[config.mk]
export PLATFORM = sky130hd
export DESIGN_NAME = regulator_power_state_control
export DESIGN_NICKNAME = d
export VERILOG_FILES = /design/src/design/power_state_pkg.sv /design/src/design/regulator_power_state_control.sv
export SDC_FILE = /design/constraint.sdc
export NUM_CORES = 1
export LEC_CHECK = 0
export ABC_AREA = 1
export BUFFER_PORTS_ARGS = -buffer_cell sky130_fd_sc_hd__buf_2
export CORE_MARGIN = 5
export CORE_UTILIZATION = 32
export CTS_CLUSTER_DIAMETER = 80
export DETAILED_ROUTE_END_ITERATION = 16
export GPL_ROUTABILITY_DRIVEN = 0
export PLACE_DENSITY = 0.51
export SYNTH_ARGS = -nofsm -noshare
export SYNTH_HDL_FRONTEND = slang
export SYNTH_SLANG_ARGS = --single-unit
export TNS_END_PERCENT = 5
[constraint.sdc]
create_clock -name ref_clk -period 6.25 [get_ports ref_clk]
set_clock_uncertainty 0.15 [all_clocks]
set_input_delay 0.9375 -clock ref_clk [delete_from_list [all_inputs] [get_ports ref_clk]]
set_output_delay 0.9375 -clock ref_clk [all_outputs]
set_load 0.02 [all_outputs]
[src/design/power_state_pkg.sv]
// shared types and constants for the regulator power state control
package power_state_pkg;

  // ref_clk rate and derived cycle counts
  localparam int CLK_KHZ = 25000;
  localparam int LONG_PRESS_MS = 4000;
  localparam int OC_FAULT_US = 8000;
  localparam int SETTLE_US = 3000;
  localparam int CNT_W = 27;
  localparam logic [CNT_W-1:0] LONG_PRESS_CYC =
    CNT_W'(CLK_KHZ * LONG_PRESS_MS);
  localparam logic [CNT_W-1:0] OC_FAULT_CYC =
    CNT_W'((CLK_KHZ * OC_FAULT_US) / 1000);
  localparam logic [CNT_W-1:0] SETTLE_CYC =
    CNT_W'((CLK_KHZ * SETTLE_US + 999) / 1000);
  localparam logic [CNT_W-1:0] SEQ_SLOT_CYC = 27'h0000032;
  localparam logic [CNT_W-1:0] SS_STEP_CYC = 27'h0000019;
  localparam int NUM_REG = 4;

  // switch mode select codes
  localparam logic [3:0] SEL_OFF_OFF = 4'h0;
  localparam logic [3:0] SEL_PWM_OFF = 4'h1;
  localparam logic [3:0] SEL_PFM_OFF = 4'h3;
  localparam logic [3:0] SEL_APS_OFF = 4'h4;
  localparam logic [3:0] SEL_PWM_PWM = 4'h5;
  localparam logic [3:0] SEL_PWM_APS = 4'h6;
  localparam logic [3:0] SEL_APS_APS = 4'h8;
  localparam logic [3:0] SEL_APS_PFM = 4'hC;
  localparam logic [3:0] SEL_PWM_PFM = 4'hD;

  typedef enum logic [2:0] {
    ST_OFF = 3'h0,
    ST_ON = 3'h1,
    ST_STANDBY = 3'h3,
    ST_SLEEP = 3'h2,
    ST_COIN = 3'h6
  } power_state_t;

  typedef enum logic [1:0] {
    MODE_OFF = 2'h0,
    MODE_PFM = 2'h1,
    MODE_APS = 2'h2,
    MODE_PWM = 2'h3
  } switch_mode_t;

  typedef enum logic [1:0] {
    SS_PFM = 2'h0,
    SS_APS = 2'h1,
    SS_PWM = 2'h3,
    SS_DONE = 2'h2
  } soft_start_t;

  typedef struct packed {
    logic sleepKeep;
    logic [3:0] switchModeSelect;
    logic [6:0] normalSetpoint;
    logic [6:0] standbySetpoint;
  } reg_cfg_t;

  typedef struct packed {
    logic enable;
    logic discharge;
    switch_mode_t mode;
    logic [6:0] setpoint;
  } reg_out_t;

endpackage : power_state_pkg

[src/design/regulator_power_state_control.sv]
// power state sequencer and buck regulator mode/set point control
// Summary of operation
// RQ1: style 0, keep 0, button low: power off
// RQ2: style 1, keep 0: off after 4 s
// RQ3: auto restart follows long-press power-off
// RQ4: thermal condition blocks turn-on, keeps off
// RQ5: stay off until over-temperature clears
// RQ6: thermal shutdown raises no interrupt
// RQ7: undervoltage moves to coin cell state
// RQ8: overcurrent over 8 ms raises fault
// RQ9: soft-start PULSE_FREQUENCY_MODE, AUTO_PULSE_SKIP_MODE, PWM, then programmed
// RQ10: decode switch mode select per table
// RQ11: off mode disables and discharges output
// RQ12: mode follows writes, standby, sleep, load
// RQ13: standby uses standby set point, mode
// RQ14: leaving standby restores normal settings
// RQ15: normal and standby share set point encoding
// RQ16: turn-off: keep 1 sleeps, keep 0 off
// RQ17: sleep uses sleep set point, PULSE_FREQUENCY_MODE
// RQ18: kept regulator goes straight to normal
// RQ19: off regulator re-sequenced at its slot
// RQ20: group one sleep set point is 6 bits
// RQ21: standby is pin xor invert, on only
// RQ22: partner asserts button to leave sleep
// RQ23: timers restart when condition goes inactive
`timescale 1ns/1ps
`default_nettype none
module regulator_power_state_control #(
  parameter int NUM_REG = power_state_pkg::NUM_REG,
  parameter logic [power_state_pkg::CNT_W-1:0] LONG_PRESS_CYC =
    power_state_pkg::LONG_PRESS_CYC,
  parameter logic [power_state_pkg::CNT_W-1:0] OC_FAULT_CYC =
    power_state_pkg::OC_FAULT_CYC,
  parameter logic [power_state_pkg::CNT_W-1:0] SETTLE_CYC =
    power_state_pkg::SETTLE_CYC,
  parameter logic [power_state_pkg::CNT_W-1:0] SEQ_SLOT_CYC =
    power_state_pkg::SEQ_SLOT_CYC,
  parameter logic [power_state_pkg::CNT_W-1:0] SS_STEP_CYC =
    power_state_pkg::SS_STEP_CYC
) (
  input wire logic ref_clk,
  input wire logic reset_n,
  input wire logic powerButtonInput,
  input wire logic standbyPin,
  input wire logic thermalShutdown,
  input wire logic inputUndervoltage,
  input wire logic [NUM_REG-1:0] overcurrent,
  input wire logic [NUM_REG-1:0] inRegulation,
  input wire logic buttonStyleSelect,
  input wire logic longPressOffEnable,
  input wire logic autoRestartEnable,
  input wire logic standbyPolarityInvert,
  input wire power_state_pkg::reg_cfg_t [NUM_REG-1:0] regCfg,
  input wire logic [5:0] group1SleepSetpoint,
  input wire logic [NUM_REG-2:0][6:0] otherSleepSetpoint,
  output power_state_pkg::reg_out_t [NUM_REG-1:0] regOut,
  output logic [NUM_REG-1:0] faultIrq,
  output power_state_pkg::power_state_t powerState
);
  import power_state_pkg::*;

  ////////////////////////////////////////////////////////////////////////////
  typedef struct packed {
    logic enable;
    soft_start_t phase;
    logic [CNT_W-1:0] ssCnt;
    logic [CNT_W-1:0] ocCnt;
  } reg_state_t;

  typedef struct packed {
    power_state_t state;
    logic btnS1;
    logic btnS2;
    logic btnPrev;
    logic stbyS1;
    logic stbyS2;
    logic thermS1;
    logic thermS2;
    logic uvS1;
    logic uvS2;
    logic [NUM_REG-1:0] ocS1;
    logic [NUM_REG-1:0] ocS2;
    logic [NUM_REG-1:0] regS1;
    logic [NUM_REG-1:0] regS2;
    logic restart;
    logic seqRun;
    logic [CNT_W-1:0] seqCnt;
    logic [CNT_W-1:0] lpCnt;
    reg_state_t [NUM_REG-1:0] regs;
    reg_out_t [NUM_REG-1:0] outs;
    logic [NUM_REG-1:0] fault;
  } state_t;

  state_t st;
  state_t next_st;
  logic offEvt;
  logic longEvt;
  logic turnOn;
  logic standbyCtl;
  logic allKeepOff;

  ////////////////////////////////////////////////////////////////////////////
  // mode select decode, normal or standby column
  function automatic switch_mode_t decodeMode(input logic [3:0] sel,
                                              input logic stby);
    switch_mode_t m;
    case (sel)
      SEL_PWM_OFF: m = stby ? MODE_OFF : MODE_PWM;
      SEL_PFM_OFF: m = stby ? MODE_OFF : MODE_PFM;
      SEL_APS_OFF: m = stby ? MODE_OFF : MODE_APS;
      SEL_PWM_PWM: m = MODE_PWM;
      SEL_PWM_APS: m = stby ? MODE_APS : MODE_PWM;
      SEL_APS_APS: m = MODE_APS;
      SEL_APS_PFM: m = stby ? MODE_PFM : MODE_APS;
      SEL_PWM_PFM: m = stby ? MODE_PFM : MODE_PWM;
      default: m = MODE_OFF; // reserved codes treated as off
    endcase
    return m; // RQ10
  endfunction : decodeMode

  function automatic logic [CNT_W-1:0] slotAt(input int i);
    return CNT_W'(SEQ_SLOT_CYC * (i + 1));
  endfunction : slotAt

  ////////////////////////////////////////////////////////////////////////////
  always_comb begin
    next_st = st;
    next_st.btnS1 = powerButtonInput;
    next_st.btnS2 = st.btnS1;
    next_st.btnPrev = st.btnS2;
    next_st.stbyS1 = standbyPin;
    next_st.stbyS2 = st.stbyS1;
    next_st.thermS1 = thermalShutdown;
    next_st.thermS2 = st.thermS1;
    next_st.uvS1 = inputUndervoltage;
    next_st.uvS2 = st.uvS1;
    next_st.ocS1 = overcurrent;
    next_st.ocS2 = st.ocS1;
    next_st.regS1 = inRegulation;
    next_st.regS2 = st.regS1;
    allKeepOff = 1'b1;
    for (int i = 0; i < NUM_REG; i++) begin
      allKeepOff = allKeepOff & ~regCfg[i].sleepKeep;
    end
    // long-press timer restarts on release
    if (buttonStyleSelect && !st.btnS2) begin
      if (st.lpCnt <= LONG_PRESS_CYC) begin
        next_st.lpCnt = st.lpCnt + 1'b1; // RQ23
      end
    end else begin
      next_st.lpCnt = '0; // RQ23
    end
    longEvt = buttonStyleSelect && !st.btnS2 && longPressOffEnable &&
              st.lpCnt == LONG_PRESS_CYC; // RQ2
    offEvt = (!buttonStyleSelect && !st.btnS2) || longEvt; // RQ1
    turnOn = !st.thermS2 && !st.uvS2 &&
             (st.restart || (buttonStyleSelect ?
              (st.btnPrev && !st.btnS2) : st.btnS2)); // RQ4 RQ22
    standbyCtl = st.stbyS2 ^ standbyPolarityInvert; // RQ21
    case (st.state)
      ST_COIN: begin
        if (!st.uvS2) begin
          next_st.state = ST_OFF;
        end
      end
      ST_OFF, ST_SLEEP: begin
        if (turnOn) begin
          next_st.state = ST_ON;
          next_st.restart = 1'b0;
          next_st.seqRun = 1'b1; // RQ19
          next_st.seqCnt = '0;
        end
      end
      ST_ON, ST_STANDBY: begin
        if (offEvt) begin
          next_st.state = allKeepOff ? ST_OFF : ST_SLEEP; // RQ16
          next_st.seqRun = 1'b0;
          next_st.restart = longEvt && autoRestartEnable; // RQ3
          for (int i = 0; i < NUM_REG; i++) begin
            if (!regCfg[i].sleepKeep) begin
              next_st.regs[i].enable = 1'b0; // RQ16
            end
          end
        end else if (st.state == ST_ON && standbyCtl) begin
          next_st.state = ST_STANDBY; // RQ21
        end else if (st.state == ST_STANDBY && !standbyCtl) begin
          next_st.state = ST_ON; // RQ14
        end
      end
      default: next_st.state = ST_OFF;
    endcase
    // thermal shutdown: no interrupt, just off
    if (st.thermS2 && st.state != ST_COIN) begin
      next_st.state = ST_OFF; // RQ4 RQ5 RQ6
      next_st.seqRun = 1'b0;
      next_st.restart = 1'b0;
    end
    if (st.uvS2) begin
      next_st.state = ST_COIN; // RQ7
      next_st.seqRun = 1'b0;
      next_st.restart = 1'b0;
    end
    if (next_st.state == ST_OFF || next_st.state == ST_COIN) begin
      for (int i = 0; i < NUM_REG; i++) begin
        next_st.regs[i].enable = 1'b0;
      end
    end
    if (st.seqRun) begin
      next_st.seqCnt = st.seqCnt + 1'b1;
      if (st.seqCnt == slotAt(NUM_REG - 1)) begin
        next_st.seqRun = 1'b0;
      end
    end
    for (int i = 0; i < NUM_REG; i++) begin
      // start-up slot for regulators not already running
      if (st.seqRun && !st.regs[i].enable && st.seqCnt == slotAt(i) &&
          (next_st.state == ST_ON || next_st.state == ST_STANDBY)) begin
        next_st.regs[i].enable = 1'b1; // RQ19
        next_st.regs[i].phase = SS_PFM;
        next_st.regs[i].ssCnt = '0;
      end else if (st.regs[i].enable && next_st.regs[i].enable) begin
        case (st.regs[i].phase)
          SS_PFM, SS_APS: begin
            next_st.regs[i].ssCnt = st.regs[i].ssCnt + 1'b1;
            if (st.regs[i].ssCnt == SS_STEP_CYC) begin
              next_st.regs[i].ssCnt = '0;
              next_st.regs[i].phase =
                (st.regs[i].phase == SS_PFM) ? SS_APS : SS_PWM; // RQ9
            end
          end
          SS_PWM: begin
            if (!st.regS2[i]) begin
              next_st.regs[i].ssCnt = '0;
            end else if (st.regs[i].ssCnt == SETTLE_CYC) begin
              next_st.regs[i].phase = SS_DONE; // RQ9
            end else begin
              next_st.regs[i].ssCnt = st.regs[i].ssCnt + 1'b1;
            end
          end
          default: next_st.regs[i].phase = SS_DONE;
        endcase
      end
      // overcurrent persistence
      next_st.fault[i] = 1'b0;
      if (st.regs[i].enable && st.ocS2[i]) begin
        if (st.regs[i].ocCnt <= OC_FAULT_CYC) begin
          next_st.regs[i].ocCnt = st.regs[i].ocCnt + 1'b1;
        end
        next_st.fault[i] = st.regs[i].ocCnt == OC_FAULT_CYC; // RQ8
      end else begin
        next_st.regs[i].ocCnt = '0; // RQ23
      end
      // output selection from the next state
      next_st.outs[i].setpoint = regCfg[i].normalSetpoint;
      if (!next_st.regs[i].enable) begin
        next_st.outs[i].mode = MODE_OFF;
      end else if (next_st.state == ST_SLEEP) begin
        next_st.outs[i].mode = MODE_PFM; // RQ17
        next_st.outs[i].setpoint = (i == 0) ?
          {1'b0, group1SleepSetpoint} :
          otherSleepSetpoint[(i == 0) ? 0 : i - 1]; // RQ20
      end else if (next_st.regs[i].phase == SS_PFM) begin
        next_st.outs[i].mode = MODE_PFM; // RQ9
      end else if (next_st.regs[i].phase == SS_APS) begin
        next_st.outs[i].mode = MODE_APS; // RQ9
      end else if (next_st.regs[i].phase == SS_PWM) begin
        next_st.outs[i].mode = MODE_PWM; // RQ9
      end else if (next_st.state == ST_STANDBY) begin
        next_st.outs[i].mode =
          decodeMode(regCfg[i].switchModeSelect, 1'b1); // RQ13 RQ12
        next_st.outs[i].setpoint = regCfg[i].standbySetpoint; // RQ13 RQ15
      end else begin
        next_st.outs[i].mode =
          decodeMode(regCfg[i].switchModeSelect, 1'b0); // RQ14 RQ18
      end
      next_st.outs[i].enable = next_st.outs[i].mode != MODE_OFF; // RQ11
      next_st.outs[i].discharge = next_st.outs[i].mode == MODE_OFF; // RQ11
    end
  end

  always_ff @(posedge ref_clk or negedge reset_n) begin
    if (!reset_n) begin
      st <= '0;
    end else begin
      st <= next_st;
    end
  end

  assign regOut = st.outs;
  assign faultIrq = st.fault;
  assign powerState = st.state;
endmodule : regulator_power_state_control
`default_nettype wire

==> results by group <==
STA
  • Setup tns final: 0 ns
  • RSZ-0062 raised after global routing: no
  • Tightest Pin Transition: 0.8967 ns
  • Worst Setup Slack, final: 2.350 ns
  • Final Setup Violations: 0
  • Relative max-transition margin: 40.08%
  • Tmin final: 3.900 ns
  • Final Cycle Share: 62.40%
  • Final hold violation count: 0
  • Slew Viols, Final: 0
  • Fmax: 256.4 MHz

Placed design
  • Post-DP HPWL: 43480 um
  • Area after DPL: 0.02246 mm2
  • Place WS: 1.765 ns
  • Number of port buffers: 171

Clock network
  • Root buffer cell: clkbuf_16
  • Clock sinks: 360
  • Worst skew pair latency: 0.56 ns
  • H-tree depth: 2
  • TritonCTS Buffers: 45
  • Hold buffer count at cts: 0
  • Post-CTS setup buffers: 0
  • Max clock buf depth: 3
  • CTS clk-pin slew, worst paths: 0.06 ns
  • Resize count post-CTS: 0
  • CTS tree: yes

Setup path
  • Buf/Inv on CP: 5
  • Worst-path maximum fanout: 28
  • Reg-to-Reg End: regOut[34]
  • Crit path depth: 16
  • Reg2reg start: next_st[354]
  • Slowest CP cell: nor2_4
  • Worst path max stage delay: 0.69 ns
  • Setup CP Type: in -> reg
  • Required @ worst endpoint: 6.54 ns
  • CP most frequent cell: inv_1
  • Crit-path cells: buf_2 -> inv_1 -> nor2_4 -> inv_2 -> nor2_1 -> nand3_2 -> nand3_1 -> nand3_2 -> nand2_4 -> nand2_8 -> nor2_4 -> inv_1 -> nand2_1 -> inv_1 -> nand3_1 -> nand2_1
  • CP Launch Type: input port
  • Worst reg2reg setup slack: 2.40 ns
  • Worst R2R Path Depth: 14
  • Setup crit end kind: flip-flop
  • Critical path arrival: 4.19 ns
  • Cell family with most CP delay: simple AND/OR/NAND/NOR gates

Floorplan
  • Number of I/O pins: 172
  • Initial Utilization: 32.20%
  • Core Rows: 94
  • Die W: 267.0 um
  • CORE AREA: 0.06563 mm2
  • Die area: 0.07128 mm2
  • Die Y: 267.0 um

Global route
  • Largest net degree at the start of global routing: 146
  • Tot GR Track Use: 15.99%
  • Antenna violations before repair: 7
  • Grt total ovfl: 0
  • First-pass GRT wire length: 94920 um
  • Vias in the first global route: 18370

Synth
  • Mapped Area: 0.02113 mm2
  • Post-synth EDFFs: 0
  • Syn_area_per_cell: 7.663 um2
  • Top FF cell, synth: dfrtp_1
  • Ys async rst share: 100.0%
  • Yosys cell types: 60
  • Synth Warn #: 0
  • Post-synthesis cell count: 2758
  • Part of the Yosys area used for sequential elements: 42.63%
  • Net count after synthesis: 2912
  • Yosys reg bits: 360

Power
  • Leakage power: 11.63 nW
  • Pwr/cell area: 229.8 mW/mm2
  • Peak supply drop: 0.0001433 V
  • Overall power: 5.532 mW

Status
  • Outcome: finished clean

Routing
  • Antenna Nets Post-Route: 0
  • Drt via density: 4.961
  • Drt first-iter violations: 1209
  • Wire per inst: 15.46 um
  • Vias: 18720
  • # DRC: 0
  • First-pass DRT Iterations: 5
  • DRT Wirelength: 58360 um

Cells and area
  • Final Cell Area: 0.02407 mm2
  • Layout Nets: 3031
  • Area Overhead vs Synth: 13.91%
  • Share of cells above drive strength 1: 11.73%
  • Most frequent cells in the layout: nand2_1 (516), inv_1 (415), dfrtp_1 (360)
  • Commonest non-fill, non-tap cell in the layout: nand2_1

Flow run
  • Max_cap viols: 0

Hold path
  • Hold EP: next_st[354]
  • Worst Hold Path Cells: 0
  • Hold path startpoint: next_st[355]
  • Hold/Removal Path Class: reg -> reg
worst max-delay path by stage:
stage | start | to | slack, ns
floorplan | buttonStyleSelect | st[140] | 3.26
global placement | buttonStyleSelect | st[96] | 1.85
detailed placement | buttonStyleSelect | regOut[12] | 1.76
CTS | buttonStyleSelect | regOut[14] | 2.37
global route | st[276] | st[285] | 2.05
finish | buttonStyleSelect | regOut[34] | 2.35
worst reg2reg max path, delay by kind of cell (launching register included):
family / cells / cell delay [ns]
DFF: 1 / 0.45
and+or+nand+nor: 11 / 2.25
buffers and inverters: 3 / 0.87
synth_stat cells (21+ instances only):
| master | n | area share, % |
|---|---|---|
| nand2_1 | 516 | 9.2 |
| inv_1 | 415 | 7.4 |
| dfrtp_1 | 360 | 43 |
| nor2_1 | 280 | 5.0 |
| nand3_1 | 173 | 4.1 |
| nor3_1 | 139 | 3.3 |
| o21ai_0 | 134 | 3.2 |
| nand4_1 | 105 | 3.1 |
| a21oi_1 | 97 | 2.3 |
| xor2_1 | 78 | 3.2 |
| buf_4 | 56 | 2.0 |
| nor4_1 | 56 | 1.7 |
| a31oi_1 | 36 | 1.1 |
| ha_1 | 33 | 2.0 |
| o22ai_1 | 33 | 0.98 |
| clkbuf_1 | 26 | 0.46 |
| nand3b_1 | 21 | 0.75 |
| o31ai_1 | 21 | 0.75 |
routing by layer:
metal  GRT usage, %  wire (um)  vias to the layer above
li1               -          -                     9297
met1          21.84      26800                     8918
met2          25.79      26560                      414
met3          3.512       3583                       86
met4          4.347       1370                        6
met5              0         46                        -
where the power goes:
part	switching [mW]	internal, mW	leakage (nW)
Clock	1.02	1.81	0.797
Combinational	0.203	0.0947	6.47
Sequential	0.0336	2.37	4.36
Total	1.25	4.28	11.6
cell type report:
type / count / area (um2)
Sequential cell: 360 / 9009
Timing Repair Buffer: 177 / 935.9
Inverter: 434 / 1634
Clock inverter: 20 / 350.3
Fill cell: 6855 / 41550
Clock buffer: 57 / 1251
Tap cell: 864 / 1081
Multi-Input combinational cell: 1859 / 9804
Antenna cell: 3 / 7.507
cells by family after synthesis:
family / after synthesis / share of synthesized area (%)
muxes: 3 / 0.1539
buffers and inverters: 539 / 11.01
AOI/OAI and AO/OA: 376 / 10.47
and+or+nand+nor: 1356 / 30.02
xor gates and xnor gates: 91 / 3.771
DFF: 360 / 42.63
adders and majority gates: 33 / 1.954
per-stage QoR:
stage	hold slack [ns]	utilization, %	instances
floorplan	0.1812	-	2758
global placement	0.1845	34.23	3694
detailed placement	0.1847	34.23	3694
CTS	0.1974	36.67	3771
global route	0.1988	36.67	3771
finish	0.1938	36.68	3774
sequential cells by signal, indices dropped and copies added (netlist names):
| name | count |
|---|---|
| st | 296 |
| regOut | 44 |
| next_st | 13 |
| faultIrq | 4 |
| powerState | 3 |
Note: power is estimated with default switching activity, not from simulation.
